**src/core/fault_preset_defines.svh**
```systemverilog
// Constants for the fault injection and panel link preset block
`ifndef FAULT_PRESET_DEFINES_SVH
`define FAULT_PRESET_DEFINES_SVH

// -------------------------------------------------------------
// Setting reset and read-back values
// -------------------------------------------------------------
`define NO_ACTION_VALUE 16'h270f
`define LINK_PRESET_CODE 16'h000a
`define MENU_PRESET_CODE 16'h0001
`define EXT_DISPLAY_FULL 16'h0000
`define PANEL_MODE_OFF 16'h0000

// -------------------------------------------------------------
// Parameter selector codes on the write port
// -------------------------------------------------------------
`define SEL_FAULT_INJECT 4'h0
`define SEL_LINK_PRESET 4'h1
`define SEL_MENU_PRESET 4'h2
`define SEL_EXT_DISPLAY 4'h3
`define SEL_OP_MODE 4'h4
`define SEL_LINK_SPEED 4'h5
`define SEL_STOP_BITS 4'h6
`define SEL_PARITY 4'h7
`define SEL_RETRY 4'h8
`define SEL_CHECK_INT 4'h9
`define SEL_WAIT_TIME 4'ha
`define SEL_LINE_END 4'hb
`define SEL_STARTUP 4'hc
`define SEL_PROTOCOL 4'hd

// -------------------------------------------------------------
// Preset values loaded into the panel link parameters
// -------------------------------------------------------------
`define PRE_OP_MODE 16'h0000
`define PRE_LINK_SPEED 16'h00c0
`define PRE_STOP_BITS 16'h000a
`define PRE_PARITY 16'h0001
`define PRE_RETRY 16'h270f
`define PRE_CHECK_INT 16'h270f
`define PRE_WAIT_TIME 16'h0000
`define PRE_LINE_END 16'h0001
`define PRE_STARTUP 16'h0001
`define PRE_PROTOCOL 16'h0000

// -------------------------------------------------------------
// Power-up values of the panel link parameters
// -------------------------------------------------------------
`define INI_OP_MODE 16'h0000
`define INI_LINK_SPEED 16'h00c0
`define INI_STOP_BITS 16'h0001
`define INI_PARITY 16'h0002
`define INI_RETRY 16'h0001
`define INI_CHECK_INT 16'h0000
`define INI_WAIT_TIME 16'h270f
`define INI_LINE_END 16'h0001
`define INI_STARTUP 16'h0000
`define INI_PROTOCOL 16'h0000
`define INI_EXT_DISPLAY 16'h270f

`endif

```
**src/core/fault_preset_pkg.sv**
```systemverilog
// Types shared by the fault injection and link preset block
`default_nettype none
package fault_preset_pkg;
  typedef enum logic [1:0] {
    fault_idle,
    fault_real,
    fault_injected
  } fault_state_t;
  typedef logic [15:0] param_word_t;
endpackage
`default_nettype wire

```
**src/core/fault_code_check.sv**
```systemverilog
// Decoder that tells whether a code is one of the injectable fault codes
`default_nettype none
module fault_code_check (
  // Code under test
  input wire logic [15:0] i_code,
  // Result
  output logic o_valid
);
  // -------------------------------------------------------------
  // Code table
  // -------------------------------------------------------------
  // accepted code list
  always_comb begin
    unique case (i_code)
      16'h0010, 16'h0011, 16'h0012, 16'h0020, 16'h0021, 16'h0022,
      16'h0030, 16'h0031, 16'h0040, 16'h0052, 16'h0060, 16'h0061,
      16'h0070, 16'h0080, 16'h0081, 16'h0090, 16'h0091, 16'h00b0,
      16'h00b1, 16'h00b2, 16'h00c0, 16'h00c4, 16'h00c5, 16'h00c7,
      16'h00c9, 16'h00d0, 16'h00e6, 16'h00f5: o_valid = 1'b1;
      default: o_valid = 1'b0;
    endcase
  end
endmodule
`default_nettype wire

```
**src/core/fault_history.sv**
```systemverilog
// Fault history store with a temporary overlay for an injected fault
`default_nettype none
module fault_history #(
  parameter int DEPTH = 4
) (
  // Clock and reset
  input wire logic i_clock,
  input wire logic i_rst,
  // Record a real fault
  input wire logic i_record,
  input wire logic [15:0] i_record_code,
  // Overlay of an injected fault
  input wire logic i_overlay,
  input wire logic [15:0] i_overlay_code,
  // Newest shown entry
  output logic [15:0] o_newest
);
  // -------------------------------------------------------------
  // Storage, survives drive reset like the real history would
  // -------------------------------------------------------------
  logic [15:0] entry [DEPTH];
  logic [15:0] newest;

  // Shift on record; reset does not wipe the stored history
  always_ff @(posedge i_clock) begin
    if (i_record) begin
      entry[0] <= i_record_code;
    end
  end

  // Older entries move down one slot per record
  for (genvar g = 1; g < DEPTH; g++) begin : g_shift
    always_ff @(posedge i_clock) begin
      if (i_record) begin
        entry[g] <= entry[g-1];
      end
    end
  end

  // overlay shows injected code, never stored
  always_ff @(posedge i_clock) begin
    if (i_rst) begin
      newest <= 16'h0000;
    end else if (i_overlay) begin
      newest <= i_overlay_code;
    end else if (i_record) begin
      newest <= i_record_code;
    end else begin
      newest <= entry[0];
    end
  end

  assign o_newest = newest;
endmodule
`default_nettype wire

```
**src/core/fault_preset_unit.sv**
```systemverilog
// Parameter-driven fault injection and panel link preset for a motor drive
`include "fault_preset_defines.svh"
`default_nettype none

module fault_preset_unit
  import fault_preset_pkg::*;
(
  // Clock and reset
  input wire logic i_clock,
  input wire logic i_rst,
  // Parameter write port from panel or communication host
  input wire logic i_param_write,
  input wire logic [3:0] i_param_select,
  input wire logic [15:0] i_param_data,
  // Parameter read port
  input wire logic i_param_read,
  input wire logic [3:0] i_read_select,
  output logic [15:0] o_read_data,
  output logic o_read_valid,
  // Drive fault inputs
  input wire logic i_real_fault,
  input wire logic [15:0] i_real_fault_code,
  input wire logic i_panel_mode,
  // Trip, alarm and retry
  output logic o_trip,
  output logic o_alarm_output,
  output logic o_retry_enable,
  // Status and nonvolatile store
  output logic [15:0] o_newest_fault,
  output logic o_menu_error,
  output logic o_preset_done,
  output logic o_nv_store,
  output logic [3:0] o_nv_select,
  output logic [15:0] o_nv_data,
  // Panel link parameters
  output logic [15:0] o_operation_mode_select,
  output logic [15:0] o_panel_link_speed,
  output logic [15:0] o_panel_link_stop_bits,
  output logic [15:0] o_panel_link_parity,
  output logic [15:0] o_panel_link_retry_count,
  output logic [15:0] o_panel_link_check_interval,
  output logic [15:0] o_panel_link_wait_time,
  output logic [15:0] o_panel_link_line_ending,
  output logic [15:0] o_link_startup_mode,
  output logic [15:0] o_protocol_select,
  output logic [15:0] o_extended_display_select
);
  // -------------------------------------------------------------
  // State record
  // -------------------------------------------------------------
  typedef struct packed {
    fault_state_t fstate;
    logic [15:0] fault_code;
    logic trip;
    logic alarm;
    logic retry;
    logic [15:0] read_data;
    logic read_valid;
    logic menu_error;
    logic preset_done;
    logic nv_store;
    logic [3:0] nv_select;
    logic [15:0] nv_data;
    logic [15:0] op_mode;
    logic [15:0] speed;
    logic [15:0] stop_bits;
    logic [15:0] parity;
    logic [15:0] retry_count;
    logic [15:0] check_int;
    logic [15:0] wait_time;
    logic [15:0] line_end;
    logic [15:0] startup;
    logic [15:0] protocol;
    logic [15:0] ext_display;
  } unit_state_t;

  unit_state_t st;
  unit_state_t next_st;
  logic code_ok;
  logic [15:0] newest_shown;
  logic real_sync1;
  logic real_sync2;
  logic panel_sync1;
  logic panel_sync2;
  logic hist_record;

  // -------------------------------------------------------------
  // Pin synchronisers
  // -------------------------------------------------------------
  // Fault and mode pins come from outside the clock domain
  always_ff @(posedge i_clock) begin
    if (i_rst) begin
      real_sync1 <= 1'b0;
      real_sync2 <= 1'b0;
      panel_sync1 <= 1'b0;
      panel_sync2 <= 1'b0;
    end else begin
      real_sync1 <= i_real_fault;
      real_sync2 <= real_sync1;
      panel_sync1 <= i_panel_mode;
      panel_sync2 <= panel_sync1;
    end
  end

  // -------------------------------------------------------------
  // Helpers
  // -------------------------------------------------------------
  fault_code_check u_check (
    .i_code(i_param_data),
    .o_valid(code_ok)
  );

  // real fault recorded only when nothing is latched
  assign hist_record = real_sync2 && (st.fstate == fault_idle);

  fault_history #(
    .DEPTH(4)
  ) u_history (
    .i_clock(i_clock),
    .i_rst(i_rst),
    .i_record(hist_record),
    .i_record_code(i_real_fault_code),
    .i_overlay(next_st.fstate == fault_injected),
    .i_overlay_code(next_st.fault_code),
    .o_newest(newest_shown)
  );

  // -------------------------------------------------------------
  // Next state
  // -------------------------------------------------------------
  always_comb begin
    next_st = st;
    next_st.read_valid = 1'b0;
    next_st.menu_error = 1'b0;
    next_st.preset_done = 1'b0;
    next_st.nv_store = 1'b0;

    // Real fault latches only when the drive is healthy
    unique case (st.fstate)
      fault_idle: begin
        if (real_sync2) begin
          next_st.fstate = fault_real;
          next_st.fault_code = i_real_fault_code;
        end
      end
      fault_real: begin
        next_st.fstate = fault_real;
      end
      fault_injected: begin
        next_st.fstate = fault_injected;
      end
    endcase

    if (i_param_write) begin
      unique case (i_param_select)
        `SEL_FAULT_INJECT: begin
          // blocked while a fault is active
          // only with extended display select at 0
          // 9999 fails code_ok, so nothing happens
          if (st.fstate == fault_idle && !real_sync2 &&
              st.ext_display == `EXT_DISPLAY_FULL && code_ok) begin
            next_st.fstate = fault_injected;
            next_st.fault_code = i_param_data;
          end
        end
        `SEL_LINK_PRESET, `SEL_MENU_PRESET: begin
          // menu preset needs panel operation mode
          if (i_param_select == `SEL_MENU_PRESET && !panel_sync2) begin
            next_st.menu_error = 1'b1;
          // code 10 or menu 1 runs the preset
          // menu entry gives the identical load
          // 9999 and other values do nothing
          end else if ((i_param_select == `SEL_LINK_PRESET &&
                        i_param_data == `LINK_PRESET_CODE) ||
                       (i_param_select == `SEL_MENU_PRESET &&
                        i_param_data == `MENU_PRESET_CODE)) begin
            next_st.op_mode = `PRE_OP_MODE;
            next_st.speed = `PRE_LINK_SPEED;
            next_st.stop_bits = `PRE_STOP_BITS;
            next_st.parity = `PRE_PARITY;
            next_st.retry_count = `PRE_RETRY;
            next_st.check_int = `PRE_CHECK_INT;
            next_st.wait_time = `PRE_WAIT_TIME;
            next_st.line_end = `PRE_LINE_END;
            next_st.startup = `PRE_STARTUP;
            next_st.protocol = `PRE_PROTOCOL;
            next_st.preset_done = 1'b1;
          end
        end
        `SEL_EXT_DISPLAY: next_st.ext_display = i_param_data;
        `SEL_OP_MODE: next_st.op_mode = i_param_data;
        `SEL_LINK_SPEED: next_st.speed = i_param_data;
        `SEL_STOP_BITS: next_st.stop_bits = i_param_data;
        `SEL_PARITY: next_st.parity = i_param_data;
        `SEL_RETRY: next_st.retry_count = i_param_data;
        `SEL_CHECK_INT: next_st.check_int = i_param_data;
        `SEL_WAIT_TIME: next_st.wait_time = i_param_data;
        `SEL_LINE_END: next_st.line_end = i_param_data;
        `SEL_STARTUP: next_st.startup = i_param_data;
        `SEL_PROTOCOL: next_st.protocol = i_param_data;
        default: ;
      endcase
      if (i_param_select != `SEL_FAULT_INJECT &&
          i_param_select != `SEL_LINK_PRESET &&
          i_param_select != `SEL_MENU_PRESET &&
          i_param_select <= `SEL_PROTOCOL) begin
        next_st.nv_store = 1'b1;
        next_st.nv_select = i_param_select;
        next_st.nv_data = i_param_data;
      end
    end

    // any latched fault trips and raises the alarm
    next_st.trip = (next_st.fstate != fault_idle);
    next_st.alarm = (next_st.fstate != fault_idle);
    // retry only offered for real faults
    next_st.retry = (next_st.fstate == fault_real);

    // Read port answers one cycle after the request
    if (i_param_read) begin
      next_st.read_valid = 1'b1;
      unique case (i_read_select)
        `SEL_FAULT_INJECT: next_st.read_data = `NO_ACTION_VALUE;
        `SEL_LINK_PRESET: next_st.read_data = `NO_ACTION_VALUE;
        `SEL_MENU_PRESET: next_st.read_data = `NO_ACTION_VALUE;
        `SEL_EXT_DISPLAY: next_st.read_data = st.ext_display;
        `SEL_OP_MODE: next_st.read_data = st.op_mode;
        `SEL_LINK_SPEED: next_st.read_data = st.speed;
        `SEL_STOP_BITS: next_st.read_data = st.stop_bits;
        `SEL_PARITY: next_st.read_data = st.parity;
        `SEL_RETRY: next_st.read_data = st.retry_count;
        `SEL_CHECK_INT: next_st.read_data = st.check_int;
        `SEL_WAIT_TIME: next_st.read_data = st.wait_time;
        `SEL_LINE_END: next_st.read_data = st.line_end;
        `SEL_STARTUP: next_st.read_data = st.startup;
        `SEL_PROTOCOL: next_st.read_data = st.protocol;
        default: next_st.read_data = 16'h0000;
      endcase
    end
  end

  // -------------------------------------------------------------
  // State register
  // -------------------------------------------------------------
  // Drive reset clears the fault latch and reloads the parameters with their power-up values
  always_ff @(posedge i_clock) begin
    if (i_rst) begin
      st.fstate <= fault_idle;
      st.fault_code <= 16'h0000;
      st.trip <= 1'b0;
      st.alarm <= 1'b0;
      st.retry <= 1'b0;
      st.read_data <= 16'h0000;
      st.read_valid <= 1'b0;
      st.menu_error <= 1'b0;
      st.preset_done <= 1'b0;
      st.nv_store <= 1'b0;
      st.nv_select <= 4'h0;
      st.nv_data <= 16'h0000;
      st.op_mode <= `INI_OP_MODE;
      st.speed <= `INI_LINK_SPEED;
      st.stop_bits <= `INI_STOP_BITS;
      st.parity <= `INI_PARITY;
      st.retry_count <= `INI_RETRY;
      st.check_int <= `INI_CHECK_INT;
      st.wait_time <= `INI_WAIT_TIME;
      st.line_end <= `INI_LINE_END;
      st.startup <= `INI_STARTUP;
      st.protocol <= `INI_PROTOCOL;
      st.ext_display <= `INI_EXT_DISPLAY;
    end else begin
      st <= next_st;
    end
  end

  // -------------------------------------------------------------
  // Outputs, all from flip-flops
  // -------------------------------------------------------------
  assign o_read_data = st.read_data;
  assign o_read_valid = st.read_valid;
  assign o_trip = st.trip;
  assign o_alarm_output = st.alarm;
  assign o_retry_enable = st.retry;
  assign o_newest_fault = newest_shown;
  assign o_menu_error = st.menu_error;
  assign o_preset_done = st.preset_done;
  assign o_nv_store = st.nv_store;
  assign o_nv_select = st.nv_select;
  assign o_nv_data = st.nv_data;
  assign o_operation_mode_select = st.op_mode;
  assign o_panel_link_speed = st.speed;
  assign o_panel_link_stop_bits = st.stop_bits;
  assign o_panel_link_parity = st.parity;
  assign o_panel_link_retry_count = st.retry_count;
  assign o_panel_link_check_interval = st.check_int;
  assign o_panel_link_wait_time = st.wait_time;
  assign o_panel_link_line_ending = st.line_end;
  assign o_link_startup_mode = st.startup;
  assign o_protocol_select = st.protocol;
  assign o_extended_display_select = st.ext_display;
endmodule
`default_nettype wire

```
**config.mk**
```make
export PLATFORM = sky130hd
export DESIGN_NAME = fault_preset_unit
export DESIGN_NICKNAME = d
export VERILOG_FILES = /design/src/core/fault_preset_pkg.sv /design/src/core/fault_code_check.sv /design/src/core/fault_history.sv /design/src/core/fault_preset_unit.sv
export VERILOG_INCLUDE_DIRS = /design/src /design/src/core
export SDC_FILE = /design/constraint.sdc
export NUM_CORES = 1
export LEC_CHECK = 0
export BUFFER_PORTS_ARGS = -buffer_cell sky130_fd_sc_hd__clkbuf_2
export CAP_MARGIN = 20
export CORE_MARGIN = 5
export CORE_UTILIZATION = 35
export DETAILED_ROUTE_END_ITERATION = 16
export GPL_ROUTABILITY_DRIVEN = 0
export SLEW_MARGIN = 10
export SYNTH_ARGS = -nofsm -noshare
export SYNTH_HDL_FRONTEND = slang
export SYNTH_SLANG_ARGS = --single-unit
```
**constraint.sdc**
```tcl
create_clock -name i_clock -period 3.1 [get_ports i_clock]
set_input_delay 0 -clock i_clock [delete_from_list [all_inputs] [get_ports i_clock]]
set_output_delay 0 -clock i_clock [all_outputs]
set_load 0.005 [all_outputs]
```
# After elaboration in Yosys (flattened, before gate mapping)
# Memories as Yosys holds them, arrays and structs flattened.
# Cells that the tools add are included.
[word_totals]
regBits = 256
latchBits = 0
mem_bits_rw = 64
mem_bits_ro = 0
in_bits = 46
output_inout_bits = 235
word_cells = 170
mem_count = 1
[op_classes]
add_sub_neg = 0
n_mul = 0
n_div = 0
order_cmp = 1
eq_ne = 64
shifts = 0
n_mux = 28
n_bitwise = 2
n_reduce_logical = 47
[mem_list]
columns = ["memory", "words", "width", "read_ports", "rd_ports_with_merged_regs", "wr", "line_no", "text"]
rows = [
  ["u_history.entry", 4, 16, 3, 0, 4, "fault_history.sv:21", "logic [15:0] entry [DEPTH];"],
]
[ops]
columns = ["operator", "count"]
rows = [
  ["$mux 160", 2],
  ["$pmux 16 s2", 10],
  ["$eq 16x8->1 const B", 15],
  ["$pmux 16 s12", 1],
  ["$eq 16x6->1 const B", 5],
  ["$eq 16x7->1 const B", 5],
  ["$mux 18", 4],
  ["$eq 16x5->1 const B", 3],
  ["$eq 4x4->1 const B", 12],
  ["$mux 16", 3],
  ["$reduce_and 4->1", 10],
  ["$eq 4x3->1 const B", 8],
  ["$reduce_or 28->1", 1],
  ["$reduce_bool 2->1", 11],
  ["$mux 21", 1],
  ["$eq 16x1->1 const B", 1],
  ["$eq 16x4->1 const B", 1],
  ["$eq 4x2->1 const B", 4],
  ["$logic_not 16->1", 1],
  ["$logic_and 1x1->1", 10],
  ["$eq 4x1->1 const B", 2],
  ["$logic_not 4->1", 2],
  ["$mux 1", 6],
  ["$pmux 2 s3", 1],
  ["other kinds (15)", 23],
]

# Logic depth before layout (Yosys ltp)
[depth]
word_depth = 9
depth_mapped = 10
mapped_depth_nobuf = 7

# Modules after synthesis
# Synthesis repeated with hierarchy kept, for this count alone.
[unflattened]
hier_cells = 1473
hier_area_um2 = 13575.5
[by_module_without_submodules]
columns = ["module", "n_inst", "cells_each", "area_per_inst_um2", "seq_area_each_um2"]
rows = [
  ["fault_preset_unit", 1, 1353, 12147.9, 4804.6],
  ["fault_history", 1, 87, 1171.1, 640.6],
  ["fault_code_check", 1, 33, 256.5, 0.0],
]

# Worst setup path after synthesis
# OpenSTA, ideal clock, no wires.
[synth_path]
path_type = "reg2reg"
startpoint = "register st[235] in the netlist's numbering"
endpoint = "register u_history.newest[0] (netlist: u_history.o_newest[0])"
setup_ps = 74
arrival_ps = 2219
t_required_ps = 3026
slack_ps = 807
path_stages_with_launch = 11
n_path_buf = 3
synth_period_minus_slack_ps = 2293
cell_sequence = "dfxtp_1 -> inv_1 -> ha_1 -> or4b_1 -> buf_2 -> and2_4 -> buf_6 -> buf_6 -> o211ai_2 -> nand4_1 -> o211ai_2"
[synth_between]
elab_chain_len = 9
word_cells_on_any_way = 16
cone_classes = "eq/ne: 3; mux: 8; reduce/logical: 5"
[synth_rtl]
columns = ["element", "line_no", "text"]
rows = [
  ["from (decl)", "fault_preset_unit.sv:77", "unit_state_t st;"],
  ["from (signal assigned)", "fault_preset_unit.sv:272", "st <= next_st;"],
  ["parallel branches: the longest is 8 deep, another holds $mux 18", "-", ""],
  ["$mux 16 *", "fault_history.sv:44", "end else if (i_overlay) begin"],
  ["to (signal assigned)", "fault_history.sv:45", "newest <= i_overlay_code;"],
  ["to (signal assigned)", "fault_history.sv:47", "newest <= i_record_code;"],
  ["to (signal assigned)", "fault_history.sv:49", "newest <= entry[0];"],
  ["to (decl)", "fault_history.sv:22", "logic [15:0] newest;"],
]
# Mark *: on every way between the ends.
# A chain may end at the register's enable or synchronous reset.

# Worst setup path in the final report
[layout_path]
startpoint = "input port i_param_data[8]"
endpoint = "register st, in the netlist o_panel_link_line_ending[14]"
[layout_between]
elab_chain_len = 5
word_cells_on_any_way = 7
cone_classes = "eq/ne: 3; reduce/logical: 4"
[layout_rtl]
columns = ["element", "line_no", "text"]
rows = [
  ["from (decl)", "fault_preset_unit.sv:14", "input wire logic [15:0] i_param_data,"],
  ["$eq 16x4->1 (no line) or $eq 16x1->1 (tied branches)", "-", ""],
  ["$logic_and 1x1->1 (no line)", "-", ""],
  ["$logic_or 1x1->1 *", "fault_preset_unit.sv:173", "end else if ((i_param_select == `SEL_LINK_PRESET &&"],
  ["$ne 2x2->1 (no line) *", "-", ""],
  ["$reduce_and 4->1 (no line) *", "-", ""],
]
# Mark *: on every way between the ends. The rest lies on a longest branch, timed or not.

==> results.yml <==
sta:
  max_slew_margin: -0.0316
  fin_crit_sh: 0.941
  worstMarginPinSlew_ns: 1.55
  slew_viol_final: 49
  finalHoldViolations: 0
  fmax_mhz: 343
  layout_min_cycle_time_ns: 2.92
  fin_skew_ns: 0.0199
  tns_ns: 0
  rsz0062_at_grt: "false"
  setup_violations: 0
  final.setup.worst_slack_ns: 0.184
cts:
  htreeDepth: 1
  clockBufferDepth: 3
  cts_setup_buffers: 0
  cts_sinks: 272
  path_clk_slew_ns: 0.06
  cts-root-buf: "clkbuf_16"
  cts_tree: "built"
  clk_latency_ns: 0.59
  cts_buffers: 31
yosys:
  ys_warn_count: 0
  avgSynthCellArea_sq_um: 7.96
  yosys.area_share.simple: 0.239
  ys_seq_elements: 272
  synthesis.area_sq_mm: 0.0142
  synth_cells: 1789
  synthAdderAreaFrac: 0.00264
  synth_compound_area_frac: 0.172
  synth_top_family_by_area: "simple AND/OR/NAND/NOR gates"
  ys_types: 75
  yosys-top-cells-area: "dfxtp_1 (38%), buf_4 (12%), nand2_1 (7.7%)"
  synth-xor-area-share: 0
  synthMuxAreaShare: 0.0383
  synth_top_area_frac: 0.382
  synth-edff-count: 0
  synth.largest_area_cell: "dfxtp_1"
  async_flop_share: 0
  yosysSeqAreaShare: 0.382
  synthFlopType: "dfxtp_1"
  synth_nets: 1838
drt:
  routed_via_density: 5.78
  ant_nets: 0
  wl_um: 59900
  drc: 0
  vias: 13700
  wl_per_cell_um: 25.2
  drt_first_iter_violations: 2002
  first_pass_iters: 7
pwr:
  p_leak_uw: 0.00652
  p_per_area_mw_per_mm2: 529
  ir_drop_uv: 386
  finalPower_uw: 8410
finish:
  synthToLayoutAreaGrowth_pct: 11.6
  instances_no_fill: 2376
  fillers: 4098
  utilization: 0.397
  nets: 1876
  layout-drive-gt1-share: 0.231
  top_register: "st"
  largest_reg_flops: 18
floorplan:
  pin_count: 281
  start_util: 0.356
  num_rows: 73
  dieHeight_um: 212
  die_width_um: 212
  core_area_sq_mm: 0.0400
  fp.dieArea_sq_mm: 0.0448
worst_setup_path:
  endpoint_kind: "flip-flop"
  path_class: "in2reg"
  cp_data_required_time_ns: 3.50
  worstSetupStartpointType: "primary input"
  worstPathMaxFanout: 35
  cp_data_arrival_time_ns: 3.32
global_route:
  antenna_found_initial: 1
  grtUsageTotal: 0.253
  grt-ovfl-total: 0
  grt_pass1_wl_um: 86500
  grt_max_degree: 226
  grt_pass1_vias: 12600
placement:
  dp_cells: 2276
  numPortBuffers: 280
  dp_slack_ns: 0.391
  hpwl_um: 42600
run_status:
  violations: "slew limit"
  status: "finished with violations"
job:
  cap_violations: 0
worst_hold_path:
  min_path_type: "in2reg"
==> layout by cell type, fill, tap and decap left out, types with 16 or more instances in the layout <==
| cell type | instances |
|---|---|
| nand4_1 | 21 |
| buf_4 | 45 |
| mux2i_1 | 41 |
| dlygate4sd3_1 | 43 |
| nand3_1 | 157 |
| and3_1 | 16 |
| o21ai_0 | 36 |
| clkbuf_2 | 279 |
| nor2b_1 | 23 |
| nor2_1 | 79 |
| a22oi_1 | 21 |
| nor3_1 | 50 |
| a21oi_1 | 166 |
| clkbuf_16 | 31 |
| dfxtp_1 | 272 |
| nand2_1 | 293 |
==> layer usage <==
metal | wire length (um) | share of wire | vias to the layer above | global-route usage
met1 | 24600 | 0.41 | 6579 | 0.351
met4 | 2540 | 0.042 | 0 | 0.0895
met3 | 7750 | 0.13 | 137 | 0.0794
li1 | - | - | 6127 | -
met2 | 25000 | 0.42 | 895 | 0.370
met5 | 0 | 0 | - | 0
==> Yosys cell counts, types with 7 or more instances <==
cell type,n
o21ai_1,9
dfxtp_1,272
a21oi_1,166
inv_1,15
a32oi_1,11
nand3_1,157
nor4_1,13
o21ai_0,36
buf_6,8
a211oi_1,7
clkbuf_1,106
a221oi_1,8
and3_1,16
a211oi_2,10
o211ai_2,15
nand4_1,21
mux2_2,8
nand3b_1,11
and3b_1,15
mux2i_1,41
buf_2,27
a22oi_1,21
buf_4,220
nor2_1,79
a2bb2oi_1,14
nand2_1,293
nor3_1,51
nor2b_1,23
a22o_1,7
==> what timing repair did <==
action / CTS / global route
hold buffers: 43 / 0
endpoints found under the hold margin: 166 / 0
endpoints found under the setup margin: 0 / 90
resized for setup: 0 / 1
==> kinds of logic (layout without fill, tap and decap cells) <==
| group | Yosys count | after routing |
|---|---|---|
| simple gates | 716 | 716 |
| buf+inv | 383 | 443 |
| compound gates | 362 | 362 |
| flops | 272 | 272 |
| mux | 53 | 53 |
| fa+ha+maj | 3 | 3 |
| other cells | 0 | 2 |
==> cell type report <==
class | count | area [sq um] | area share
timing repair buffer | 372 | 2260 | 0.142
multi-input combinational | 1134 | 6450 | 0.406
sequential | 272 | 5450 | 0.343
inverter | 16 | 60.1 | 0.00378
clock buffer | 48 | 910 | 0.0573
antenna | 2 | 5.00 | 0.000315
clock inverter | 7 | 95.1 | 0.00599
tap | 525 | 657 | 0.0414
==> per-stage QoR <==
stage | hold WS, ns | area, sq um
after global routing | 0.0425 | 15900
after floorplan | 0.120 | 14200
after detailed placement | 0.217 | 14400
after global placement | 0.217 | 14400
after CTS | 0.0204 | 15900
final | 0.0498 | 15900
==> critical path, cell delays in order <==
cell           delay (ns)
dlygate4sd3_1        0.55
clkbuf_2             0.13
nor4_2               0.46
dlygate4sd3_1        0.67
nand2_1              0.12
or4_4                0.87
buf_4                0.31
nand3_1              0.09
a21oi_1              0.10
==> worst paths after layout <==
check        slack [ns]             start                           end  depth (start not counted)
max reg2reg        0.50           st[236]                       st[229]                          8
max                0.18   i_param_data[8]  o_panel_link_line_ending[14]                          9
min reg2reg        0.44       panel_sync1                   panel_sync2                          1
min                0.05  i_param_data[11]         o_protocol_select[11]                          4
==> power by group <==
part / internal [uW] / switching, uW
logic: 360 / 597
clock network: 2170 / 1530
registers: 3650 / 102
Note: power is estimated with default switching activity, not from simulation.
